`config.mk`:
```
export PLATFORM = sky130hd
export DESIGN_NAME = ipg_glue
export DESIGN_NICKNAME = d
export VERILOG_FILES = /design/src/rtl/ipg_pkg.sv /design/src/rtl/ipg_sync_if.sv /design/src/rtl/ipg_glue.sv /design/src/rtl/ipg_sync.sv
export SDC_FILE = /design/constraint.sdc
export NUM_CORES = 1
export LEC_CHECK = 0
export BUFFER_PORTS_ARGS = -buffer_cell sky130_fd_sc_hd__buf_2
export CAP_MARGIN = 15
export CELL_PAD_IN_SITES_DETAIL_PLACEMENT = 1
export CELL_PAD_IN_SITES_GLOBAL_PLACEMENT = 1
export CORE_UTILIZATION = 39
export CTS_BUF_LIST = sky130_fd_sc_hd__clkbuf_16
export CTS_CLUSTER_SIZE = 40
export DETAILED_ROUTE_END_ITERATION = 7
export PLACE_DENSITY = 0.84
export SYNTH_ARGS = -nofsm -noshare
export SYNTH_HDL_FRONTEND = slang
export SYNTH_SLANG_ARGS = --single-unit
```
`constraint.sdc`:
```
create_clock -name clk -period 1.42 [get_ports clk]
set_input_delay 0.426 -clock clk [delete_from_list [all_inputs] [get_ports clk]]
set_output_delay 0.426 -clock clk [all_outputs]
set_load 0.01 [all_outputs]
```
`src/rtl/ipg_pkg.sv`:
```
/*
 Package for the drive-port glue: access kinds, state layout, decode constants.
 Assumes a single 40 MHz clock domain and a synchronous active-high reset.
*/
package ipg_pkg;
    localparam logic [9:0] IPG_FLOPPY_DISK_CHANGED_N_ADDR = 10'h3F7;
    localparam int IPG_SYNC_STAGES = 2;

    typedef enum logic [1:0] {
        IPG_IDLE = 2'h0,
        IPG_WR = 2'h1,
        IPG_RD = 2'h3,
        IPG_RD_FLOPPY_DISK_CHANGED_N = 2'h2
    } ipg_mode_t;

    typedef struct packed {
        ipg_mode_t mode;
        logic hi_en_n;
        logic lo_en_n;
        logic task_sel;
        logic aux_sel;
        logic d7_oe;
        logic d7_out;
        logic host_d7;
        logic host_d7_oe;
        logic [9:0] addr_meta;
        logic [9:0] addr_sync;
    } ipg_state_t;
endpackage

```
`src/rtl/ipg_sync_if.sv`:
```
/*
 Interface carrying the synchronised pin levels from the input stage to the core.
 Assumes both modules sit on the same clock.
*/
`timescale 1ns/10ps
interface ipg_sync_if;
    logic [7:0] bits;
    modport src (output bits);
    modport dst (input bits);
endinterface

```
`src/rtl/ipg_glue.sv`:
```
/*
 Drive-port glue: transceiver enables, drive selects and bit-7 steering.
 Every output comes from the state register, so pins never glitch while decode settles.
 Assumes decode selects, strobes and address arrive from outside asynchronously;
 the external bidirectional wires are resolved by the board from the enables.
*/
// Operation
// - drive high-byte transceiver enable low for the upper data byte.
// - drive low-byte transceiver enable low for the lower data byte.
// - both byte enables go with the task-register select on 16-bit transfers.
// - on a decoded write, drive bit 7 pin outputs host data bit 7.
// - on a decoded read not at 3F7H, drive bit 7 feeds host bit 7.
// - on a read of 3F7H, host bit 7 shows the disk-change status.
// - aux-register select asserts together with low-byte enable.
// - task select asserts with low enable, or both enables when 16-bit.
// - two separate drive selects, each from the external decode inputs qualified by a read or write strobe.
`timescale 1ns/10ps
module ipg_glue (
    input wire logic clk,
    input wire logic rst,
    input wire logic decode_task_hit,
    input wire logic decode_aux_hit,
    input wire logic xfer_16bit,
    input wire logic ior_n,
    input wire logic iow_n,
    input wire logic [9:0] host_addr,
    input wire logic host_data_bit7_in,
    input wire logic drive_bit7_io_in,
    input wire logic floppy_disk_changed_n,
    output logic hi_byte_xcvr_en_n,
    output logic lo_byte_xcvr_en_n,
    output logic drive_task_regs_sel,
    output logic drive_aux_regs_sel,
    output logic drive_bit7_io_out,
    output logic drive_bit7_io_oe,
    output logic host_data_bit7_out,
    output logic host_data_bit7_oe
);
    import ipg_pkg::*;

    ipg_sync_if sif ();
    ipg_sync u_sync (
        .clk(clk),
        .rst(rst),
        .raw({decode_task_hit, decode_aux_hit, xfer_16bit, ~ior_n, ~iow_n,
              host_data_bit7_in, drive_bit7_io_in, floppy_disk_changed_n}),
        .out(sif)
    );

    logic s_task;
    logic s_aux;
    logic s_wide;
    logic s_rd;
    logic s_wr;
    logic s_hd7;
    logic s_dd7;
    logic s_floppy_disk_changed_n_n;
    logic [9:0] addr_s2;

    assign {s_task, s_aux, s_wide, s_rd, s_wr, s_hd7, s_dd7, s_floppy_disk_changed_n_n} = sif.bits;

    ipg_state_t st_r;
    ipg_state_t st_nxt;
    logic hit;

    assign addr_s2 = st_r.addr_sync;

    always_comb begin
        hit = s_task | s_aux;
        st_nxt = st_r;
        st_nxt.mode = IPG_IDLE;
        st_nxt.hi_en_n = 1'b1;
        st_nxt.lo_en_n = 1'b1;
        st_nxt.task_sel = 1'b0;
        st_nxt.aux_sel = 1'b0;
        st_nxt.d7_oe = 1'b0;
        st_nxt.host_d7_oe = 1'b0;
        // address rides the same two stages as the strobes so the 3F7H compare lines up
        st_nxt.addr_meta = host_addr;
        st_nxt.addr_sync = st_r.addr_meta;
        // a strobe alone selects nothing: selects come only from decode
        if (hit && (s_rd || s_wr)) begin
            st_nxt.lo_en_n = 1'b0;
            // a double hit goes to the task registers, the only path that can be 16 bits
            if (s_task) begin
                st_nxt.task_sel = 1'b1;
                st_nxt.hi_en_n = ~s_wide;
            end else begin
                st_nxt.aux_sel = 1'b1;
            end
            // write wins if both strobes appear, avoiding two drivers on bit 7
            if (s_wr) begin
                st_nxt.mode = IPG_WR;
                st_nxt.d7_oe = 1'b1;
                st_nxt.d7_out = s_hd7;
            end else if (addr_s2 == IPG_FLOPPY_DISK_CHANGED_N_ADDR) begin
                st_nxt.mode = IPG_RD_FLOPPY_DISK_CHANGED_N;
                st_nxt.host_d7_oe = 1'b1;
                st_nxt.host_d7 = s_floppy_disk_changed_n_n;
            end else begin
                st_nxt.mode = IPG_RD;
                st_nxt.host_d7_oe = 1'b1;
                st_nxt.host_d7 = s_dd7;
            end
        end
        case (st_nxt.mode)
            IPG_IDLE: st_nxt.d7_oe = 1'b0;
            IPG_WR: st_nxt.d7_oe = 1'b1;
            IPG_RD, IPG_RD_FLOPPY_DISK_CHANGED_N: st_nxt.d7_oe = 1'b0;
            default: st_nxt.d7_oe = 1'b0;
        endcase
    end

    always_ff @(posedge clk) begin
        if (rst) begin
            st_r <= '{mode: IPG_IDLE, hi_en_n: 1'b1, lo_en_n: 1'b1, task_sel: 1'b0,
                      aux_sel: 1'b0, d7_oe: 1'b0, d7_out: 1'b0, host_d7: 1'b0,
                      host_d7_oe: 1'b0, addr_meta: 10'h000, addr_sync: 10'h000};
        end else begin
            st_r <= st_nxt;
        end
    end

    assign hi_byte_xcvr_en_n = st_r.hi_en_n;
    assign lo_byte_xcvr_en_n = st_r.lo_en_n;
    assign drive_task_regs_sel = st_r.task_sel;
    assign drive_aux_regs_sel = st_r.aux_sel;
    assign drive_bit7_io_out = st_r.d7_out;
    assign drive_bit7_io_oe = st_r.d7_oe;
    assign host_data_bit7_out = st_r.host_d7;
    assign host_data_bit7_oe = st_r.host_d7_oe;

    hi_needs_task_a: assert property (@(posedge clk) disable iff (rst)
        !hi_byte_xcvr_en_n |-> drive_task_regs_sel && !lo_byte_xcvr_en_n)
        else $error("high enable without task select and low enable");
    aux_with_lo_a: assert property (@(posedge clk) disable iff (rst)
        drive_aux_regs_sel |-> !lo_byte_xcvr_en_n && hi_byte_xcvr_en_n)
        else $error("aux select without low enable only");
    sel_exclusive_a: assert property (@(posedge clk) disable iff (rst)
        !(drive_task_regs_sel && drive_aux_regs_sel))
        else $error("both drive selects active");
    task_lo_a: assert property (@(posedge clk) disable iff (rst)
        drive_task_regs_sel |-> !lo_byte_xcvr_en_n)
        else $error("task select without low enable");
    lo_has_sel_a: assert property (@(posedge clk) disable iff (rst)
        !lo_byte_xcvr_en_n |-> drive_task_regs_sel || drive_aux_regs_sel)
        else $error("low enable without a select");
    write_drives_a: assert property (@(posedge clk) disable iff (rst)
        (s_wr && hit) |=> drive_bit7_io_oe && drive_bit7_io_out == $past(s_hd7))
        else $error("write did not drive bit 7");
    read_pass_a: assert property (@(posedge clk) disable iff (rst)
        (s_rd && !s_wr && hit && addr_s2 != IPG_FLOPPY_DISK_CHANGED_N_ADDR)
        |=> host_data_bit7_oe && host_data_bit7_out == $past(s_dd7))
        else $error("read did not pass drive bit 7");
    read_floppy_disk_changed_n_a: assert property (@(posedge clk) disable iff (rst)
        (s_rd && !s_wr && hit && addr_s2 == IPG_FLOPPY_DISK_CHANGED_N_ADDR)
        |=> host_data_bit7_out == $past(s_floppy_disk_changed_n_n))
        else $error("3F7 read did not show disk change");
    idle_quiet_a: assert property (@(posedge clk) disable iff (rst)
        !(hit && (s_rd || s_wr)) |=> lo_byte_xcvr_en_n && hi_byte_xcvr_en_n
        && !drive_bit7_io_oe && !drive_task_regs_sel && !drive_aux_regs_sel)
        else $error("outputs active with no access");
    hi_from_wide_a: assert property (@(posedge clk) disable iff (rst)
        (s_task && s_wide && (s_rd || s_wr)) |=> !hi_byte_xcvr_en_n)
        else $error("16-bit task access missed high enable");

    // pairing of enables and selects, seen from the decoded request
    narrow_no_hi_a: assert property (@(posedge clk) disable iff (rst)
        (s_task && !s_wide && (s_rd || s_wr)) |=> hi_byte_xcvr_en_n)
        else $error("narrow task access raised high enable");
    aux_lo_only_a: assert property (@(posedge clk) disable iff (rst)
        (s_aux && !s_task && (s_rd || s_wr))
        |=> drive_aux_regs_sel && !lo_byte_xcvr_en_n && hi_byte_xcvr_en_n)
        else $error("aux access without aux select and low enable");
    task_sel_hit_a: assert property (@(posedge clk) disable iff (rst)
        (s_task && (s_rd || s_wr)) |=> drive_task_regs_sel)
        else $error("task access without task select");
    lo_follows_hit_a: assert property (@(posedge clk) disable iff (rst)
        (hit && (s_rd || s_wr)) |=> !lo_byte_xcvr_en_n)
        else $error("decoded access without low enable");
    task_wins_a: assert property (@(posedge clk) disable iff (rst)
        (s_task && s_aux && (s_rd || s_wr))
        |=> drive_task_regs_sel && !drive_aux_regs_sel)
        else $error("double hit did not give task select");
    sel_needs_strobe_a: assert property (@(posedge clk) disable iff (rst)
        (drive_task_regs_sel || drive_aux_regs_sel) |-> $past(hit && (s_rd || s_wr)))
        else $error("select without a decoded access");

    // bit 7 steering: two drivers on one wire would fight on the board
    write_wins_a: assert property (@(posedge clk) disable iff (rst)
        (s_wr && s_rd && hit) |=> drive_bit7_io_oe && !host_data_bit7_oe)
        else $error("both strobes did not favour the write");
    one_driver_a: assert property (@(posedge clk) disable iff (rst)
        !(drive_bit7_io_oe && host_data_bit7_oe))
        else $error("both bit 7 drivers on");
    drive_mode_a: assert property (@(posedge clk) disable iff (rst)
        drive_bit7_io_oe |-> st_r.mode == IPG_WR)
        else $error("drive bit 7 driven outside a write");
    read_input_a: assert property (@(posedge clk) disable iff (rst)
        (s_rd && !s_wr && hit) |=> !drive_bit7_io_oe && host_data_bit7_oe)
        else $error("read left drive bit 7 driven");
    host_mode_a: assert property (@(posedge clk) disable iff (rst)
        host_data_bit7_oe |-> st_r.mode inside {IPG_RD, IPG_RD_FLOPPY_DISK_CHANGED_N})
        else $error("host bit 7 driven outside a read");
    floppy_disk_changed_n_host_oe_a: assert property (@(posedge clk) disable iff (rst)
        (s_rd && !s_wr && hit && addr_s2 == IPG_FLOPPY_DISK_CHANGED_N_ADDR)
        |=> host_data_bit7_oe && !drive_bit7_io_oe)
        else $error("3F7 read did not drive host bit 7");

    // quiet when nothing is decoded, and straight out of reset
    host_idle_a: assert property (@(posedge clk) disable iff (rst)
        !(hit && s_rd && !s_wr) |=> !host_data_bit7_oe)
        else $error("host bit 7 driven with no read");
    reset_idle_a: assert property (@(posedge clk)
        rst |=> lo_byte_xcvr_en_n && hi_byte_xcvr_en_n && !drive_task_regs_sel
        && !drive_aux_regs_sel && !drive_bit7_io_oe && !host_data_bit7_oe)
        else $error("outputs active after reset");

    wide_cov: cover property (@(posedge clk) !hi_byte_xcvr_en_n);
    aux_cov: cover property (@(posedge clk) drive_aux_regs_sel);
    floppy_disk_changed_n_cov: cover property (@(posedge clk) st_r.mode == IPG_RD_FLOPPY_DISK_CHANGED_N);
    wr_cov: cover property (@(posedge clk) drive_bit7_io_oe);
    rd_cov: cover property (@(posedge clk) st_r.mode == IPG_RD);
endmodule

```
`src/rtl/ipg_sync.sv`:
```
/*
 Two-flop synchroniser for the single-bit asynchronous pin inputs of the glue block; the address is staged in the glue itself.
 Assumes clk is the block clock; the first stage is read only by the second.
*/
`timescale 1ns/10ps
module ipg_sync (
    input wire logic clk,
    input wire logic rst,
    input wire logic [7:0] raw,
    ipg_sync_if.src out
);
    import ipg_pkg::*;

    typedef struct packed {
        logic [7:0] meta;
        logic [7:0] stable;
    } ipg_sync_st_t;

    ipg_sync_st_t s_r;
    ipg_sync_st_t s_nxt;

    always_comb begin
        s_nxt.meta = raw;
        s_nxt.stable = s_r.meta;
    end

    always_ff @(posedge clk) begin
        if (rst) begin
            s_r <= '0;
        end else begin
            s_r <= s_nxt;
        end
    end

    assign out.bits = s_r.stable;
endmodule

```
## Word-level counts from Yosys, hierarchy flattened

Cells that the tools add are included.

| storage, ports and cells | value |
|---|---|
| register bits after elaboration | 44 |
| output and inout port bits | 8 |
| input port bits | 20 |
| logic and storage cells | 42 |

| cells by class | value |
|---|---|
| muxes and demuxes | 10 |
| bitwise logic cells | 7 |
| reduce and logical (&&, ||, !) cells | 9 |
| eq/ne operators | 4 |

Operators by type and width:

| cell | count |
|---|---|
| $eq A10 B10 Y1 const B | 1 |
| $mux W10 | 1 |
| $reduce_or A3 Y1 | 3 |
| $mux W2 | 4 |
| $not A1 Y1 | 6 |
| $eq A2 B2 Y1 const B | 2 |
| $mux W1 | 4 |
| $reduce_and A2 Y1 | 2 |
| $eq A2 B1 Y1 const B | 1 |
| $logic_not A2 Y1 | 1 |
| $pmux W1 S2 | 1 |
| $reduce_or A2 Y1 | 1 |
| $logic_and A1 B1 Y1 | 1 |
| $logic_or A1 B1 Y1 | 1 |
| $or A1 B1 Y1 | 1 |

## Logic depth before layout (Yosys ltp)

Gate-level depths: netlist (run 1).

| logic depth | value |
|---|---|
| depth after elaboration | 7 |
| gate-level depth with buffers | 3 |
| depth with buffers taken out | 3 |

## Cells and area by module

Synthesis (run 1) repeated with hierarchy kept, for this count alone.

| unflattened totals | value |
|---|---|
| cells, all modules | 107 |
| area total of the unflattened synthesis | 1,290.0 sq um |

By module, submodules not included:

| module | cells each | instances | area an instance (sq um) |
|---|---|---|---|
| ipg_glue | 74 | 1 | 825.8 |
| ipg_sync | 33 | 1 | 464.2 |

## Worst setup path after synthesis (run 1)

No wires, ideal clock.

| timing path | value |
|---|---|
| path kind | reg2reg |
| start point | register st_r (netlist bit addr_s2[8]) |
| end point | register st_r (netlist bit host_data_bit7_out) |
| buffers on the path | 0 |
| arrival time | 1.079 ns |
| period minus slack after synthesis | 1.170 ns |
| setup slack | 0.250 ns |
| cell stages (with the launch flop) | 4 |
| path through | dfxtp_1 nand4_1 or4_1 a311oi_1 |

| between the ends | value |
|---|---|
| longest elaborated chain between the ends | 2 |

RTL lines:

| item | line | RTL |
|---|---|---|
| start: declaration | ipg_glue.sv:62 | `ipg_state_t st_r;` |
| start signal: assignment | ipg_glue.sv:116 | `st_r <= '{mode: IPG_IDLE, hi_en_n: 1'b1, lo_en_n: 1'b1, task_sel: 1'b0,` |
| start signal: assignment | ipg_glue.sv:120 | `st_r <= st_nxt;` |
| $eq A10 B10 Y1 | ipg_glue.sv:96 | `end else if (addr_s2 == IPG_FLOPPY_DISK_CHANGED_N_ADDR) begin` |
| $mux W2 | ipg_glue.sv:96 |  |

No other way between the ends.
A chain may end at the register's enable or synchronous reset.

## Worst setup path in the final report (run 1)

| timing path | value |
|---|---|
| start point | register st_r (netlist bit addr_s2[9]) |
| end point | register st_r (netlist bit host_data_bit7_out) |

Same word-level chain as after synthesis.

==> results of run 1 <==
stage by stage:
step / setup slack [ns] / std cells
detailed placement: 0.156 / 174
global placement: 0.216 / 174
finish: 0.0929 / 182
floorplan: 0.250 / 106
CTS: 0.0894 / 182
global route: 0.000654 / 182
registers in the layout, indices dropped and copies added, names as in the netlist, 8 cells and up:
register and count:
u_sync.s_nxt 8, u_sync.out.bits 8, st_nxt 10, addr_s2 10
where the power goes:
part | switching [mW] | internal (mW) | total [mW]
Combinational | 0.0401 | 0.0492 | 0.0893
Clock | 0.393 | 0.630 | 1.02
Sequential | 0.0151 | 1.29 | 1.30
Total | 0.448 | 1.97 | 2.41
metal layers:
metal	GRT usage	wire (µm)	part of all wire
met1	0.126	726	0.37
met2	0.256	1080	0.55
met3	0.0527	108	0.055
met4	0.102	56	0.028
met5	0	0	0
cell type report:
| cell class | count | area (µm²) | area share |
|---|---|---|---|
| timing repair buffer | 28 | 143 | 0.0914 |
| clock inverter | 3 | 11.3 | 0.00722 |
| tap | 44 | 55.1 | 0.0353 |
| multi-input combinational | 55 | 334 | 0.214 |
| inverter | 3 | 11.3 | 0.00722 |
| clock buffer | 5 | 125 | 0.0802 |
| sequential | 44 | 881 | 0.565 |
path summary, 6_finish.rpt:
| kind | startpoint | to | cells past startpoint |
|---|---|---|---|
| max | addr_s2[9] | host_data_bit7_out | 3 |
| min | iow_n | u_sync.s_nxt[3] | 2 |
| max reg2reg | addr_s2[9] | host_data_bit7_out | 3 |
| min reg2reg | u_sync.out.bits[5] | hi_byte_xcvr_en_n | 1 |
worst max-delay path: cells and delay by family, from the launching register on:
family | cells | cell delay (ns)
simple gates | 2 | 0.59
flops | 1 | 0.32
compound gates | 1 | 0.31
cells by family after synthesis:
kind of cell	Yosys count	synth area share
and+or+nand+nor	50	0.237
DFF	44	0.710
buffers and inverters	7	0.0212
AOI/OAI and AO/OA	4	0.0242
muxes	1	0.00806
cell usage in the layout (no fill, tap or decap):
| cell type | count |
|---|---|
| a311oi_1 | 1 |
| buf_2 | 27 |
| buf_4 | 1 |
| clkbuf_16 | 5 |
| clkinv_1 | 1 |
| dfxtp_1 | 44 |
| inv_1 | 5 |
| mux2i_1 | 1 |
| nand2_1 | 2 |
| nand4_1 | 1 |
| nand4b_1 | 1 |
| nor2_1 | 7 |
| nor2b_1 | 34 |
| nor3_1 | 1 |
| nor3b_1 | 1 |
| nor4_1 | 1 |
| o21ai_0 | 1 |
| o31a_1 | 1 |
| o31ai_1 | 1 |
| or3_1 | 1 |
| or4_1 | 1 |
==> out/qor.csv, run 1 <==
stage;metric;value;unit
status;outcome;finished, final reports clean;
clock_tree;CTS tree;built;
sta;Setup-failing EPs final;0;
worst_setup_path;CP max-delay cell;or4_1;
logic_synthesis;Ys Warns;0;
finish;Antenna Cells;0;
drt;DR vias/cell;4.31;
worst_setup_path;crit path max fanout;2;
pwr;Leak Pwr;0.663;nW
logic_synthesis;Syn Std Cell Area;1240;µm²
logic_synthesis;most frequent cell after synthesis;dfxtp_1;
clock_tree;clock transition at the registers of the reported paths;0.05;ns
drt;Pre-antenna DRT Iters;4;
grt;vias in the first global route;837;
drt;drc violations;0;
job;max-cap check violation count;0;
sta;unrepaired setup endpoints after global routing;no;
worst_setup_path;CP cell instances;nand4_1 -> or4_1 -> a311oi_1;
grt;total grt overflow;0;
worst_hold_path;HP Class;input port to flop;
floorplanning;Starting Density;0.410;
drt;DRT iter0 DRCs;9;
floorplanning;Ports;28;
sta;Fmax achieved;754;MHz
logic_synthesis;Seq/Total Area, Yosys;0.710;
finish;share of cells above drive strength 1;0.239;
grt;largest net degree at the start of global routing;28;
placed_design;DP HPWL;1460;µm
pwr;VDD IR-drop max;0.000818;V
sta;fin crit share;0.935;
clock_tree;Root Driver;clkbuf_16;
worst_setup_path;r2r setup slk;0.09;ns
clock_tree;PostCTS Resize Cnt;0;
sta;worst slew pin tran;0.311;ns
floorplanning;Die X;58.4;µm
floorplanning;DIE HEIGHT;58.4;µm
logic_synthesis;async set-reset flop share out of synthesis;0;
worst_setup_path;arrival time worst endpoint;1.50;ns
logic_synthesis;Synth area leader;dfxtp_1;
clock_tree;Setup Fix Bufs, Post-CTS;0;
placed_design;number of port buffers;27;
pwr;Pwr per Cell Area;1550;nW/µm²
finish;synth-to-layout area growth;25.7;%
clock_tree;cts bufs inserted;5;
finish;fin area;1560;µm²
finish;Final #Nets;157;
sta;Slew Viols, Final;0;
placed_design;GP Congestion;0.683;
grt;initial antenna violation count;0;
sta;TNS Setup;0;ns
clock_tree;H-tree Lvls;2;
worst_setup_path;CP required;1.59;ns
finish;post-layout util;0.515;
worst_setup_path;Setup Crit Path Kind;flop to flop;
grt;first-pass GRT wire length;3390;µm
sta;Worst Skew;0.00210;ns
placed_design;placed inst area;1420;µm²
clock_tree;Worst-Skew Late Latency;0.27;ns
grt;GRT Resource Usage Total;0.140;
finish;number of fill cells in the layout;339;
drt;DR vias;785;
logic_synthesis;Syn Nets;126;
floorplanning;die footprint;3410;µm²
floorplanning;Core Area;3030;µm²
worst_setup_path;Worst Setup End Kind;flop;
worst_setup_path;critical path startpoint category;flop;
logic_synthesis;syn_area_per_cell;11.7;µm²
logic_synthesis;FF+latch count, synth;44;
logic_synthesis;Yosys cell types;18;
sta;Max-slew headroom;0.792;
sta;Hold WS;0.299;ns
drt;final wirelength;1970;µm
clock_tree;Clock Sinks;44;
floorplanning;FP Rows;20;
clock_tree;hold-fix buffers at CTS;0;
sta;Tmin final;1.33;ns
logic_synthesis;top cells by area, synth;dfxtp_1 (71%), nor2b_1 (17%), nor2_1 (2.1%), clkbuf_1 (1.2%), inv_1 (0.91%);
pwr;Tot Pwr;2.41;mW
drt;antenna viol nets, final;0;
worst_setup_path;CP max stage delay;0.48;ns
logic_synthesis;most instantiated cells after synthesis;dfxtp_1 (44), nor2b_1 (34), nor2_1 (7);
drt;DR WL/cell;10.8;µm
logic_synthesis;prevailing post-synth register cell;dfxtp_1;
logic_synthesis;Syn Inst Count;106;
clock_tree;Clock Path Buffers;2;
sta;final hold vios;0;
logic_synthesis;Yosys top cell area share;0.710;
logic_synthesis;Post-synth EDFFs;0;
(Power assumes the default switching activity.)
==> run 2, diff against run 1 <==
--- a/config.mk
+++ b/config.mk
@@ -13,7 +13,7 @@
 export CTS_BUF_LIST = sky130_fd_sc_hd__clkbuf_16
 export CTS_CLUSTER_SIZE = 40
 export DETAILED_ROUTE_END_ITERATION = 7
-export PLACE_DENSITY = 0.84
+export PLACE_DENSITY_LB_ADDON = 0.1
 export SYNTH_ARGS = -nofsm -noshare
 export SYNTH_HDL_FRONTEND = slang
 export SYNTH_SLANG_ARGS = --single-unit
==> out/qor.csv, run 2 (synthesis gave the netlist of run 1 again) <==
stage;metric;value;unit;change
clock_tree;H-tree Lvls;2;;unchanged
drt;DR vias/cell;4.25;;-1.4%
pwr;Pwr per Cell Area;1640;nW/µm²;+6.3%
pwr;combinational share of power;0.034;;-0.003
clock_tree;hold-fix buffers at CTS;0;;unchanged
pwr;Switch Pwr;470;µW;+4.7%
sta;Setup-failing EPs final;0;;unchanged
finish;most frequent cells in the layout;dfxtp_1 (44), nor2b_1 (34), buf_2 (27);;
grt;initial antenna violation count;0;;unchanged
worst_setup_path;CP cell instances;nand4b_1 -> or4_1 -> a311oi_1;;
grt;GRT Resource Usage Total;0.124;;-0.0168
worst_setup_path;r2r setup slk;0.19;ns;+0.09 ns
sta;min setup slack post-route;0.185;ns;+0.0925 ns
sta;unrepaired setup endpoints after global routing;no;;
worst_setup_path;Crit path max-delay family;simple AND/OR/NAND/NOR gates;;
clock_tree;CTS tree;built;;
drt;drc violations;0;;unchanged
pwr;Leak Pwr;0.679;nW;+2.4%
finish;synth-to-layout area growth;28.5;%;
worst_setup_path;Crit path depth;3;;unchanged
sta;worst slew pin tran;0.308;ns;-0.00265 ns
floorplanning;die footprint;3410;µm²;unchanged
worst_setup_path;Worst Reg-to-Reg Cells;3;;unchanged
floorplanning;Starting Density;0.410;;unchanged
worst_hold_path;Hold Crit Depth;2;;unchanged
clock_tree;clock transition at the registers of the reported paths;0.06;ns;about the same
pwr;VDD IR-drop max;0.000970;V;+19%
worst_setup_path;crit path launch;addr_s2[3];;
grt;total grt overflow;0;;unchanged
sta;TNS Setup;0;ns;unchanged
pwr;Sw Ratio;0.179;;-0.00679
sta;Max-slew headroom;0.792;;about the same
clock_tree;Root Driver;clkbuf_16;;
sta;fin crit share;0.869;;-0.0651
worst_hold_path;HP Class;input port to flop;;
drt;antenna viol nets, final;0;;unchanged
worst_setup_path;Worst Setup End Kind;flop;;
pwr;clock share of power;0.471;;+0.047
grt;vias in the first global route;691;;-17%
worst_setup_path;CP max stage delay;0.41;ns;-0.07 ns
grt;first-pass GRT wire length;2900;µm;-14%
placed_design;number of port buffers;27;;unchanged
drt;DRT iter0 DRCs;18;;+9
finish;Antenna Cells;0;;unchanged
finish;share of cells above drive strength 1;0.259;;+0.0199
grt;largest net degree at the start of global routing;25;;-11%
floorplanning;Ports;28;;unchanged
worst_setup_path;Bufs and invs on worst path;0;;unchanged
clock_tree;cts bufs inserted;5;;unchanged
worst_setup_path;CP required;1.61;ns;+0.02 ns
placed_design;GP Congestion;0.648;;-5.1%
worst_setup_path;Setup Crit Path Kind;flop to flop;;
floorplanning;Die X;58.4;µm;unchanged
worst_setup_path;CP max-delay cell;or4_1;;
floorplanning;Core Area;3030;µm²;unchanged
worst_setup_path;worst reg2reg path endpoint;host_data_bit7_out;;
clock_tree;Worst-Skew Late Latency;0.28;ns;about the same
sta;Slew Viols, Final;0;;unchanged
sta;final hold vios;0;;unchanged
worst_setup_path;critical path startpoint category;flop;;
pwr;Int Pwr;2.15;mW;+9.6%
floorplanning;FP Rows;20;;unchanged
worst_setup_path;r2r startpoint;addr_s2[3];;
job;max-cap check violation count;0;;unchanged
finish;commonest non-fill, non-tap cell in the layout;dfxtp_1;;
placed_design;DP HPWL;1200;µm;-18%
drt;DR WL/cell;9.57;µm;-12%
floorplanning;DIE HEIGHT;58.4;µm;unchanged
drt;final wirelength;1750;µm;-11%
worst_setup_path;Worst Setup EP;host_data_bit7_out;;
clock_tree;Setup Fix Bufs, Post-CTS;0;;unchanged
clock_tree;PostCTS Resize Cnt;0;;unchanged
drt;DR vias;778;;-0.89%
status;outcome;finished, final reports clean;;
sta;Tmin final;1.23;ns;-0.0925 ns
worst_setup_path;arrival time worst endpoint;1.43;ns;-0.07 ns
sta;Fmax achieved;810;MHz;+7.5%
pwr;share of power burned in registers;0.495;;-0.044
sta;Worst Skew;0.00377;ns;+0.00168 ns
finish;Final #Nets;158;;+0.64%
clock_tree;Clock Path Buffers;2;;unchanged
finish;number of fill cells in the layout;333;;-1.8%
drt;Pre-antenna DRT Iters;3;;-1
worst_setup_path;crit path max fanout;2;;unchanged
placed_design;pre-CTS setup slack;0.205;ns;+0.0481 ns
clock_tree;Clock Sinks;44;;unchanged
run 2: final cells by class:
| cell class | count | area [µm²] | area share |
|---|---|---|---|
| clock buffers | 5 | 125 | 0.0784 |
| well taps | 44 | 55.1 | 0.0345 |
| multi-input cells | 55 | 334 | 0.209 |
| flip-flops and latches | 44 | 881 | 0.552 |
| clock inverters | 3 | 38.8 | 0.0243 |
| inverters | 3 | 11.3 | 0.00706 |
| repair buffers | 29 | 150 | 0.0941 |
run 2: metrics by stage:
stage	util	hold WS [ns]	cell area, µm²	cells	power (mW)
after floorplan	-	0.343	1240	106	1.37
after global placement	0.473	0.354	1430	175	1.41
after detailed placement	0.473	0.354	1430	175	1.42
after CTS	0.527	0.291	1600	183	2.67
after global routing	0.527	0.285	1600	183	2.74
final	0.527	0.296	1600	183	2.62
run 2: power groups by stage:
stage          Clock (mW)  Sequential [mW]  Combinational [mW]
2_1_floorplan           0             1.32              0.0518
3_3_place_gp            0             1.32              0.0888
3_5_place_dp            0             1.33              0.0915
4_1_cts              1.28             1.30              0.0920
5_1_grt              1.34             1.30               0.102
6_report             1.24             1.30              0.0892
run 2: worst min path at each step:
stage / from / end / slack, ns
6_report: ior_n / u_sync.s_nxt[4] / 0.30
5_1_grt: iow_n / u_sync.s_nxt[3] / 0.29
4_1_cts: iow_n / u_sync.s_nxt[3] / 0.29
3_5_place_dp: u_sync.out.bits[5] / hi_byte_xcvr_en_n / 0.35
3_3_place_gp: u_sync.out.bits[5] / hi_byte_xcvr_en_n / 0.35
2_1_floorplan: u_sync.out.bits[5] / hi_byte_xcvr_en_n / 0.34
run 2: layer usage:
metal	GRT usage	vias up	part of all wire
met5	0	-	0
met4	0.0612	0	0.014
met3	0.0857	3	0.058
met2	0.187	23	0.49
met1	0.130	356	0.44
li1	-	396	-
